File: src/dfas_cfg.svh
`ifndef DFAS_CFG_SVH
`define DFAS_CFG_SVH

// Function codes
`define DFAS_FN_ADD   4'h4
`define DFAS_FN_SUB   4'h7
// Field lengths
`define DFAS_LEN_ZERO 4'h0
`define DFAS_LEN_TEN  4'ha
`define DFAS_LEN_ONE  4'h1
// Digit arithmetic
`define DFAS_DIG_ZERO 4'h0
`define DFAS_BCD_MAX  5'h09
`define DFAS_CORR_ADD 4'h6
`define DFAS_CORR_SUB 4'ha
// Character layout
`define DFAS_NUM_HI   3
`define DFAS_ZONE5    4
`define DFAS_ZONE7    5
// Address width helpers
`define DFAS_ADDR_ONE 14'h0001

`endif

File: src/dfas_pkg.sv
package dfas_pkg;

  typedef logic [3:0]  dfas_digit_t;
  typedef logic [5:0]  dfas_char_t;
  typedef logic [13:0] dfas_addr_t;

  typedef enum logic [3:0] {
    DFAS_IDLE = 4'h0,
    DFAS_POS  = 4'h1,
    DFAS_RDA  = 4'h3,
    DFAS_RDB  = 4'h2,
    DFAS_SIGN = 4'h6,
    DFAS_CALC = 4'h7,
    DFAS_WRB  = 4'h5,
    DFAS_FIN  = 4'h4,
    DFAS_DONE = 4'hc
  } dfas_state_t;

endpackage

File: src/dfas_add_if.sv
`timescale 1ns/1ps
interface dfas_add_if;
  import dfas_pkg::*;
  dfas_digit_t d;
  dfas_digit_t h;
  logic        cin;
  logic        sub;
  dfas_digit_t sum;
  logic        cout;
  logic [4:0]  raw;

  modport core (output d, h, cin, sub, input sum, cout, raw);
  modport alu  (input d, h, cin, sub, output sum, cout, raw);
endinterface

File: src/dfas_digit_adder.sv
`timescale 1ns/1ps
`include "dfas_cfg.svh"
module dfas_digit_adder import dfas_pkg::*; (
  dfas_add_if.alu io
);

  dfas_digit_t d_in;
  logic        over9;
  dfas_digit_t corr;

  // First adder, subtrahend inverted
  always_comb begin
    d_in   = io.sub ? ~io.d : io.d;
    io.raw = {1'b0, d_in} + {1'b0, io.h} + {4'h0, io.cin};
  end

  // Correction factor gating and carry onward
  always_comb begin
    over9 = io.raw > `DFAS_BCD_MAX;
    if (!io.sub) begin
      corr    = over9 ? `DFAS_CORR_ADD : `DFAS_DIG_ZERO;
      io.cout = over9;
    end else begin
      corr    = io.raw[4] ? `DFAS_DIG_ZERO : `DFAS_CORR_SUB;
      io.cout = io.raw[4];
    end
  end

  // Second adder, carry dropped
  always_comb begin
    io.sum = io.raw[3:0] + corr;
  end

endmodule

File: src/dfas_top.sv
// What this block does
// - Subtract flop starts set for subtract code, cleared for add code.
// - Length value zero means ten digits, for both fields.
// - Result overwrites B field; A field is never written.
// - Result LSD: bit 7 holds sign, bit 5 forced one; other zones kept.
// - Each operand with LSD bit 7 set toggles subtract; sign starts as B's.
// - Pointers move to LSDs first, then digits proceed toward MSD.
// - Only numeric bits enter the adder; zones bypass it.
// - In add, raw sums above nine get six added once.
// - Raw carry is fed into correction; in subtract it becomes the digit carry, in add the carry is raw above nine.
// - Subtract adds fifteens complement of A; carry preset; no carry means borrow.
// - In subtract, a negative digit is corrected by adding ten.
// - A borrowing digit clears carry regardless of binary carry.
// - Carry clear at end: flip sign and condition, replace B by zero minus B.
// - Overflow only after effective add; dropped leading one, rest kept.
// - Short A acts as zero padded to B length.
// - Long A stops at B length; overflow only from carry beyond result.
// - Conditions: minus, zero, plus via zero/minus flops; overflow via carry.
// - Digit registers and carry feed first adder; A inverted when subtracting, B instead in the recomplement pass.
// - Second adder adds gated correction, drives sum; its carry dropped.
`timescale 1ns/1ps
`include "dfas_cfg.svh"
module dfas_top import dfas_pkg::*; (
  // Clock and reset
  input  wire logic        mclk,
  input  wire logic        arst_n,
  // Instruction
  input  wire logic        start,
  input  wire logic [3:0]  func_code,
  input  wire logic [3:0]  a_length_field,
  input  wire logic [3:0]  b_length_field,
  input  wire dfas_addr_t  a_addr,
  input  wire dfas_addr_t  b_addr,
  // Core memory
  output logic             mem_req,
  output logic             mem_we,
  output dfas_addr_t       mem_addr,
  output dfas_char_t       mem_wdata,
  input  wire logic        mem_ack,
  input  wire dfas_char_t  mem_rdata,
  // Status
  output logic             busy,
  output logic             done,
  output logic             cond_zero,
  output logic             cond_minus,
  output logic             cond_carry
);

  logic        rst_s1_r;
  logic        rst_n;
  dfas_state_t st_r;
  logic        sub_r;
  logic        carry_r;
  logic        sign_r;
  logic        recomp_r;
  logic        nz_r;
  dfas_digit_t a_len_r;
  dfas_digit_t b_len_r;
  dfas_digit_t idx_r;
  dfas_addr_t  a_lsd_r;
  dfas_addr_t  b_lsd_r;
  dfas_char_t  a_chr_r;
  dfas_char_t  b_chr_r;
  logic        go;
  logic        last;
  logic        use_a;
  dfas_digit_t a_len_nxt;
  dfas_digit_t b_len_nxt;
  dfas_char_t  wdata_nxt;

  dfas_add_if add_io ();

  dfas_digit_adder u_adder (
    .io (add_io)
  );

  // Reset release
  always_ff @(posedge mclk or negedge arst_n) begin
    if (!arst_n) begin
      rst_s1_r <= 1'b0;
      rst_n    <= 1'b0;
    end else begin
      rst_s1_r <= 1'b1;
      rst_n    <= rst_s1_r;
    end
  end

  // Decode
  always_comb begin
    go        = start && (func_code == `DFAS_FN_ADD || func_code == `DFAS_FN_SUB);
    a_len_nxt = (a_length_field == `DFAS_LEN_ZERO) ? `DFAS_LEN_TEN : a_length_field;
    b_len_nxt = (b_length_field == `DFAS_LEN_ZERO) ? `DFAS_LEN_TEN : b_length_field;
    last      = idx_r == b_len_r - `DFAS_LEN_ONE;
    use_a     = !recomp_r && idx_r < a_len_r;
  end

  // Adder operands
  always_comb begin
    add_io.sub = sub_r;
    add_io.cin = carry_r;
    if (recomp_r) begin
      add_io.d = b_chr_r[`DFAS_NUM_HI:0];
      add_io.h = `DFAS_DIG_ZERO;
    end else begin
      add_io.d = use_a ? a_chr_r[`DFAS_NUM_HI:0] : `DFAS_DIG_ZERO;
      add_io.h = b_chr_r[`DFAS_NUM_HI:0];
    end
  end

  // Result character
  always_comb begin
    wdata_nxt = {b_chr_r[`DFAS_ZONE7:`DFAS_ZONE5], add_io.sum};
    if (idx_r == `DFAS_DIG_ZERO) begin
      wdata_nxt[`DFAS_ZONE7] = sign_r;
      wdata_nxt[`DFAS_ZONE5] = 1'b1;
    end
  end

  // Sequencer
  always_ff @(posedge mclk or negedge rst_n) begin
    if (!rst_n) begin
      st_r <= DFAS_IDLE;
    end else begin
      unique case (st_r)
        DFAS_IDLE: if (go) st_r <= DFAS_POS;
        DFAS_POS:  st_r <= DFAS_RDA;
        DFAS_RDA:  if (mem_req && mem_ack) st_r <= DFAS_RDB;
        DFAS_RDB: begin
          if (mem_req && mem_ack) begin
            st_r <= (idx_r == `DFAS_DIG_ZERO && !recomp_r) ? DFAS_SIGN : DFAS_CALC;
          end
        end
        DFAS_SIGN: st_r <= DFAS_CALC;
        DFAS_CALC: st_r <= DFAS_WRB;
        DFAS_WRB: begin
          if (mem_req && mem_ack) begin
            if (last) begin
              st_r <= DFAS_FIN;
            end else begin
              st_r <= (!recomp_r && idx_r + `DFAS_LEN_ONE < a_len_r) ? DFAS_RDA : DFAS_RDB;
            end
          end
        end
        DFAS_FIN: begin
          if (sub_r && !carry_r && !recomp_r) begin
            st_r <= DFAS_RDB;
          end else begin
            st_r <= DFAS_DONE;
          end
        end
        DFAS_DONE: st_r <= DFAS_IDLE;
        default:   st_r <= DFAS_IDLE;
      endcase
    end
  end

  // Operand setup and pointers
  always_ff @(posedge mclk or negedge rst_n) begin
    if (!rst_n) begin
      a_len_r <= `DFAS_LEN_TEN;
      b_len_r <= `DFAS_LEN_TEN;
      a_lsd_r <= '0;
      b_lsd_r <= '0;
    end else if (st_r == DFAS_IDLE && go) begin
      a_len_r <= a_len_nxt;
      b_len_r <= b_len_nxt;
      a_lsd_r <= a_addr + {10'h000, a_len_nxt} - `DFAS_ADDR_ONE;
      b_lsd_r <= b_addr + {10'h000, b_len_nxt} - `DFAS_ADDR_ONE;
    end
  end

  // Digit index
  always_ff @(posedge mclk or negedge rst_n) begin
    if (!rst_n) begin
      idx_r <= '0;
    end else if (st_r == DFAS_IDLE) begin
      idx_r <= '0;
    end else if (st_r == DFAS_WRB && mem_req && mem_ack && !last) begin
      idx_r <= idx_r + `DFAS_LEN_ONE;
    end else if (st_r == DFAS_FIN) begin
      idx_r <= '0;
    end
  end

  // Operation, sign and carry
  always_ff @(posedge mclk or negedge rst_n) begin
    if (!rst_n) begin
      sub_r    <= 1'b0;
      carry_r  <= 1'b0;
      sign_r   <= 1'b0;
      recomp_r <= 1'b0;
    end else begin
      unique case (st_r)
        DFAS_IDLE: begin
          if (go) begin
            sub_r    <= func_code == `DFAS_FN_SUB;
            recomp_r <= 1'b0;
          end
        end
        DFAS_SIGN: begin
          sub_r   <= sub_r ^ a_chr_r[`DFAS_ZONE7] ^ b_chr_r[`DFAS_ZONE7];
          carry_r <= sub_r ^ a_chr_r[`DFAS_ZONE7] ^ b_chr_r[`DFAS_ZONE7];
          sign_r  <= b_chr_r[`DFAS_ZONE7];
        end
        DFAS_CALC: carry_r <= add_io.cout;
        DFAS_FIN: begin
          if (sub_r && !carry_r && !recomp_r) begin
            recomp_r <= 1'b1;
            sign_r   <= ~sign_r;
            carry_r  <= 1'b1;
          end
        end
        default: ;
      endcase
    end
  end

  // Memory requests
  always_ff @(posedge mclk or negedge rst_n) begin
    if (!rst_n) begin
      mem_req   <= 1'b0;
      mem_we    <= 1'b0;
      mem_addr  <= '0;
      mem_wdata <= '0;
      a_chr_r   <= '0;
      b_chr_r   <= '0;
    end else begin
      unique case (st_r)
        DFAS_RDA: begin
          if (mem_req && mem_ack) begin
            mem_req <= 1'b0;
            a_chr_r <= mem_rdata;
          end else if (!mem_req) begin
            mem_req  <= 1'b1;
            mem_we   <= 1'b0;
            mem_addr <= a_lsd_r - {10'h000, idx_r};
          end
        end
        DFAS_RDB: begin
          if (mem_req && mem_ack) begin
            mem_req <= 1'b0;
            b_chr_r <= mem_rdata;
          end else if (!mem_req) begin
            mem_req  <= 1'b1;
            mem_we   <= 1'b0;
            mem_addr <= b_lsd_r - {10'h000, idx_r};
          end
        end
        DFAS_CALC: begin
          mem_req   <= 1'b1;
          mem_we    <= 1'b1;
          mem_addr  <= b_lsd_r - {10'h000, idx_r};
          mem_wdata <= wdata_nxt;
        end
        DFAS_WRB: begin
          if (mem_req && mem_ack) begin
            mem_req <= 1'b0;
            mem_we  <= 1'b0;
          end
        end
        default: begin
          mem_req <= 1'b0;
          mem_we  <= 1'b0;
        end
      endcase
    end
  end

  // Non-zero tracking per pass
  always_ff @(posedge mclk or negedge rst_n) begin
    if (!rst_n) begin
      nz_r <= 1'b0;
    end else if (st_r == DFAS_IDLE || st_r == DFAS_FIN) begin
      nz_r <= 1'b0;
    end else if (st_r == DFAS_CALC && add_io.sum != `DFAS_DIG_ZERO) begin
      nz_r <= 1'b1;
    end
  end

  // Condition flops and completion
  always_ff @(posedge mclk or negedge rst_n) begin
    if (!rst_n) begin
      cond_zero  <= 1'b0;
      cond_minus <= 1'b0;
      cond_carry <= 1'b0;
      done       <= 1'b0;
      busy       <= 1'b0;
    end else begin
      done <= st_r == DFAS_FIN && !(sub_r && !carry_r && !recomp_r);
      busy <= (st_r != DFAS_IDLE || go) && st_r != DFAS_DONE;
      if (st_r == DFAS_FIN && !(sub_r && !carry_r && !recomp_r)) begin
        cond_zero  <= !nz_r;
        cond_minus <= nz_r && sign_r;
        cond_carry <= !sub_r && carry_r;
      end
    end
  end
endmodule

File: config.mk
export PLATFORM = sky130hd
export DESIGN_NAME = dfas_top
export DESIGN_NICKNAME = d
export VERILOG_FILES = /design/src/dfas_pkg.sv /design/src/dfas_add_if.sv /design/src/dfas_digit_adder.sv /design/src/dfas_top.sv
export VERILOG_INCLUDE_DIRS = /design/src
export SDC_FILE = /design/constraint.sdc
export NUM_CORES = 1
export LEC_CHECK = 0
export BUFFER_PORTS_ARGS = -buffer_cell sky130_fd_sc_hd__buf_2
export CAP_MARGIN = 20
export CORE_ASPECT_RATIO = 0.6
export CORE_MARGIN = 2
export CORE_UTILIZATION = 50
export DETAILED_ROUTE_END_ITERATION = 10
export PLACE_DENSITY = 0.7
export SLEW_MARGIN = 10
export SYNTH_ARGS = -nofsm -noshare
export SYNTH_HDL_FRONTEND = slang
export SYNTH_SLANG_ARGS = --single-unit
File: constraint.sdc
create_clock -name mclk -period 3.66 [get_ports mclk]
set_clock_uncertainty 0.2 [all_clocks]
set_input_delay 0.549 -clock mclk [delete_from_list [all_inputs] [get_ports mclk]]
set_output_delay 0.549 -clock mclk [all_outputs]
set_load 0.01 [all_outputs]
==> impl_results.rst <==
.. list-table::
   :header-rows: 1

   * - Metric
     - Value
   * - Area share of the largest cell type after synthesis
     - 0.3509
   * - Number of hold-slack violations in the final timing report
     - 0
   * - Buffers added on ports
     - 76
   * - Clock-pin slew reported for the worst setup and hold paths after clock tree synthesis
     - 0.06 ns
   * - Horizontal die dimension
     - 146.1 um
   * - Register bit total from synthesis
     - 89
   * - Nature of the critical path startpoint
     - flop
   * - Number of optimization iterations in the first detailed-route pass
     - 5
   * - Data required time of the critical path
     - 3.71 ns
   * - Class of the most critical setup path
     - reg -> reg
   * - Most frequent standard cell in the layout excluding fill and tap cells
     - nand2_1
   * - Share of flip-flops with an asynchronous set or reset after synthesis
     - 1.000
   * - Antenna violations before repair
     - 0
   * - Number of synthesized flops with an enable pin
     - 0
   * - Crit path arrival time
     - 4.50 ns
   * - Uppermost signal routing layer after detailed routing
     - met4
   * - Clock Tree Root
     - clkbuf_16
   * - Number of global-route vias before repair
     - 4696
   * - Leakage
     - 0.003554 uW
   * - Die span in y
     - 89.28 um
   * - IR drop worst, VDD
     - 0.6428 mV
   * - Starting Density
     - 0.5073
   * - Status
     - finished, violations left
   * - Slew Limit Fails
     - 0
   * - Nets
     - 880
   * - Source-to-sink clock delay at the later pin of the worst-skew pair
     - 0.35 ns
   * - Post-layout worst setup margin
     - -0.7970 ns
   * - CTS max path bufs
     - 2
   * - WL met1
     - 7516 um
   * - Highest-count cells in the layout ignoring fill and taps
     - nand2_1, dfrtp_1, buf_2, inv_1, o21ai_0
   * - Global-route wire length before repair
     - 23640 um
   * - Highest clock frequency the design can meet
     - 0.2244 GHz
   * - Post-detailed-route count of antenna-violating nets
     - 0
   * - Floorplan die area
     - 13050 um^2
   * - Number of rows in the core area
     - 31
   * - Pre-CTS setup slack
     - -0.8789 ns
   * - Amount of wire on met2 after detailed routing
     - 5741 um
   * - Number of DRC violations after detailed-routing iteration 0
     - 334
   * - Summed instance area of the synthesized netlist
     - 6061 um^2
   * - Distinct cell type count after synthesis
     - 62
   * - Syn avg cell area
     - 8.979 um^2
   * - Post-Route Setup TNS
     - -2.266 ns
   * - Warning count from the yosys run
     - 0
   * - Setup-violating endpoint count in the final report
     - 4
   * - Total overflow reported by the global router
     - 0
   * - Number of DRC violations after detailed routing
     - 0
   * - Average detailed-routed wire length per instance
     - 15.26 um
   * - Standard cell core area
     - 11950 um^2
   * - Predominant post-synthesis flop cell
     - dfrtp_1
   * - Final Util
     - 0.6037
   * - Period utilisation layout
     - 1.218
   * - Cell types occupying the most area after synthesis
     - dfrtp_1, ha_1, o21ai_0
   * - Last weighted congestion value of the routability-driven placer
     - 0.8320
   * - Inserted Diodes
     - 0
   * - Sink count of the clock tree
     - 89
   * - H-tree lvl count
     - 3
   * - Critical path endpoint category
     - flop
   * - Power density relative to cell area
     - 898.1 nW/um^2
   * - Time the worst path needs with I/O delays and setup
     - 4.457 ns
   * - Hold crit path type
     - reg -> async
   * - Register area share after synthesis
     - 0.3683
   * - Violations in the final reports
     - negative setup slack
   * - Post-synthesis net count
     - 780
   * - Cell type with the highest aggregate area in the netlist
     - dfrtp_1
   * - Cell count after synthesis
     - 675
   * - Number of top-level pins
     - 77
   * - Detailed-route vias per instance
     - 5.334
   * - Worst slew margin relative to its limit
     - 0.4878
   * - Worst hold margin
     - 0.1078 ns
   * - Via count
     - 5041
   * - DRT Wirelength
     - 14420 um
   * - Largest net degree at the start of global routing
     - 88
   * - Fraction of layout cells with a size suffix above 1
     - 0.2256
   * - Length of routed met3 wiring
     - 906 um
   * - All-layer global routing usage
     - 0.2320
   * - Crit Path Max Fanout
     - 2
   * - Total of max-cap violations
     - 0
   * - Worst-margin pin slew
     - 0.7664 ns
   * - Setup repair after global routing missed its margin
     - yes
   * - Clock tree from TritonCTS
     - done
   * - Detailed placement HPWL
     - 11140 um
   * - Number of buffers added by the clock tree synthesis step
     - 9
   * - Area grow syn2layout
     - 18.99%
-- cell families after synthesis --
kind of cell	Yosys count	synth area share
flops	89	0.3683
mux	30	0.05368
simple gates	201	0.1627
fa+ha+maj	55	0.1210
xor+xnor	54	0.07927
other cells	1	0.0006187
buf+inv	96	0.06131
compound gates	149	0.1532
-- synthesized netlist by cell type (4+ instances only) --
cell type,n
a211oi_1,5
a21o_1,5
a21oi_1,22
a22oi_1,4
buf_2,6
clkbuf_1,14
dfrtp_1,85
dfstp_2,4
fa_1,6
ha_1,49
inv_1,74
mux2_2,20
mux2i_1,10
nand2_1,86
nand2b_1,13
nand3_1,15
nand4_1,6
nor2_1,29
nor2b_1,10
nor3_1,19
o211ai_1,7
o21ai_0,66
o21ai_1,7
o21bai_1,7
o31ai_1,4
or3_1,5
xnor2_1,32
xor2_1,21
-- metal layers --
metal,vias up,GRT usage
met4,0,0.07679
met3,18,0.04337
met2,154,0.3208
li1,2501,-
met1,2368,0.3623
met5,-,0
-- flip-flops by register name (all words and copies together), names as in the netlist, 4 cells and up --
name	cells
a_lsd_r	14
b_lsd_r	14
mem_addr	14
b_chr_r	6
mem_wdata	6
a_chr_r	5
a_len_r	4
b_len_r	4
idx_r	4
st_r	4
-- power by group --
group / switching [uW] / internal, uW / leakage, uW
sequential: 335 / 1390 / 0.00114
combinational: 2050 / 1780 / 0.00228
clock: 383 / 545 / 0.000142
-- layout make-up --
class	instances	area (um^2)
multi-input cells	490	3530
clock buffers	11	242.7
fillers	1049	4735
repair buffers	110	658.1
well taps	165	206.4
clock inverters	5	55.05
flip-flops and latches	89	2236
inverters	75	284.0
-- worst max-delay path, stage by stage (launching register included) --
cell      delay, ns
dfstp_2        0.56
inv_4          0.05
ha_4           0.24
a21o_1         0.15
a21o_1         0.18
a211oi_2       0.21
a22oi_1        0.11
xnor2_1        0.16
fa_2           0.37
fa_2           0.39
xor2_2         0.17
nand2_1        0.07
a31oi_1        0.09
or2_4          0.26
nand2_4        0.06
ha_4           0.12
inv_2          0.03
fa_2           0.33
xor2_1         0.17
xnor2_1        0.16
a221oi_2       0.25
-- repair_timing --
item	in CTS	in global routing
buffers inserted	2	1
hold buffers	1	0
setup endpoints to repair	4	4
resized for setup	7	6
hold endpoints to repair	2	0
pin swaps	3	1
-- final timing paths --
check | end | depth (start not counted) | slack, ns | startpoint
max | nz_r$_DFFE_PN0P_ | 20 | -0.80 | a_len_r[1]$_DFFE_PN1P_
min | mem_addr[10]$_DFFE_PN0P_ | 0 | 0.11 | rst_n$_DFF_PN0_
max reg2reg | nz_r$_DFFE_PN0P_ | 20 | -0.80 | a_len_r[1]$_DFFE_PN1P_
min reg2reg | mem_addr[10]$_DFFE_PN0P_ | 0 | 0.11 | rst_n$_DFF_PN0_
max in group asynchronous | b_len_r[3]$_DFFE_PN1P_ | 1 | 2.47 | rst_n$_DFF_PN0_
min in group mclk | rst_n$_DFF_PN0_ | 0 | 0.16 | rst_s1_r$_DFF_PN0_
-- through the flow --
step	instance area (um^2)	cells	total power, uW
final	7212	945	6477
after global placement	6797	924	5047
after detailed placement	6797	924	5198
after CTS	7152	943	6309
after floorplan	6078	675	4147
after global routing	7212	945	6982
Power figures use the tool's default switching activity.
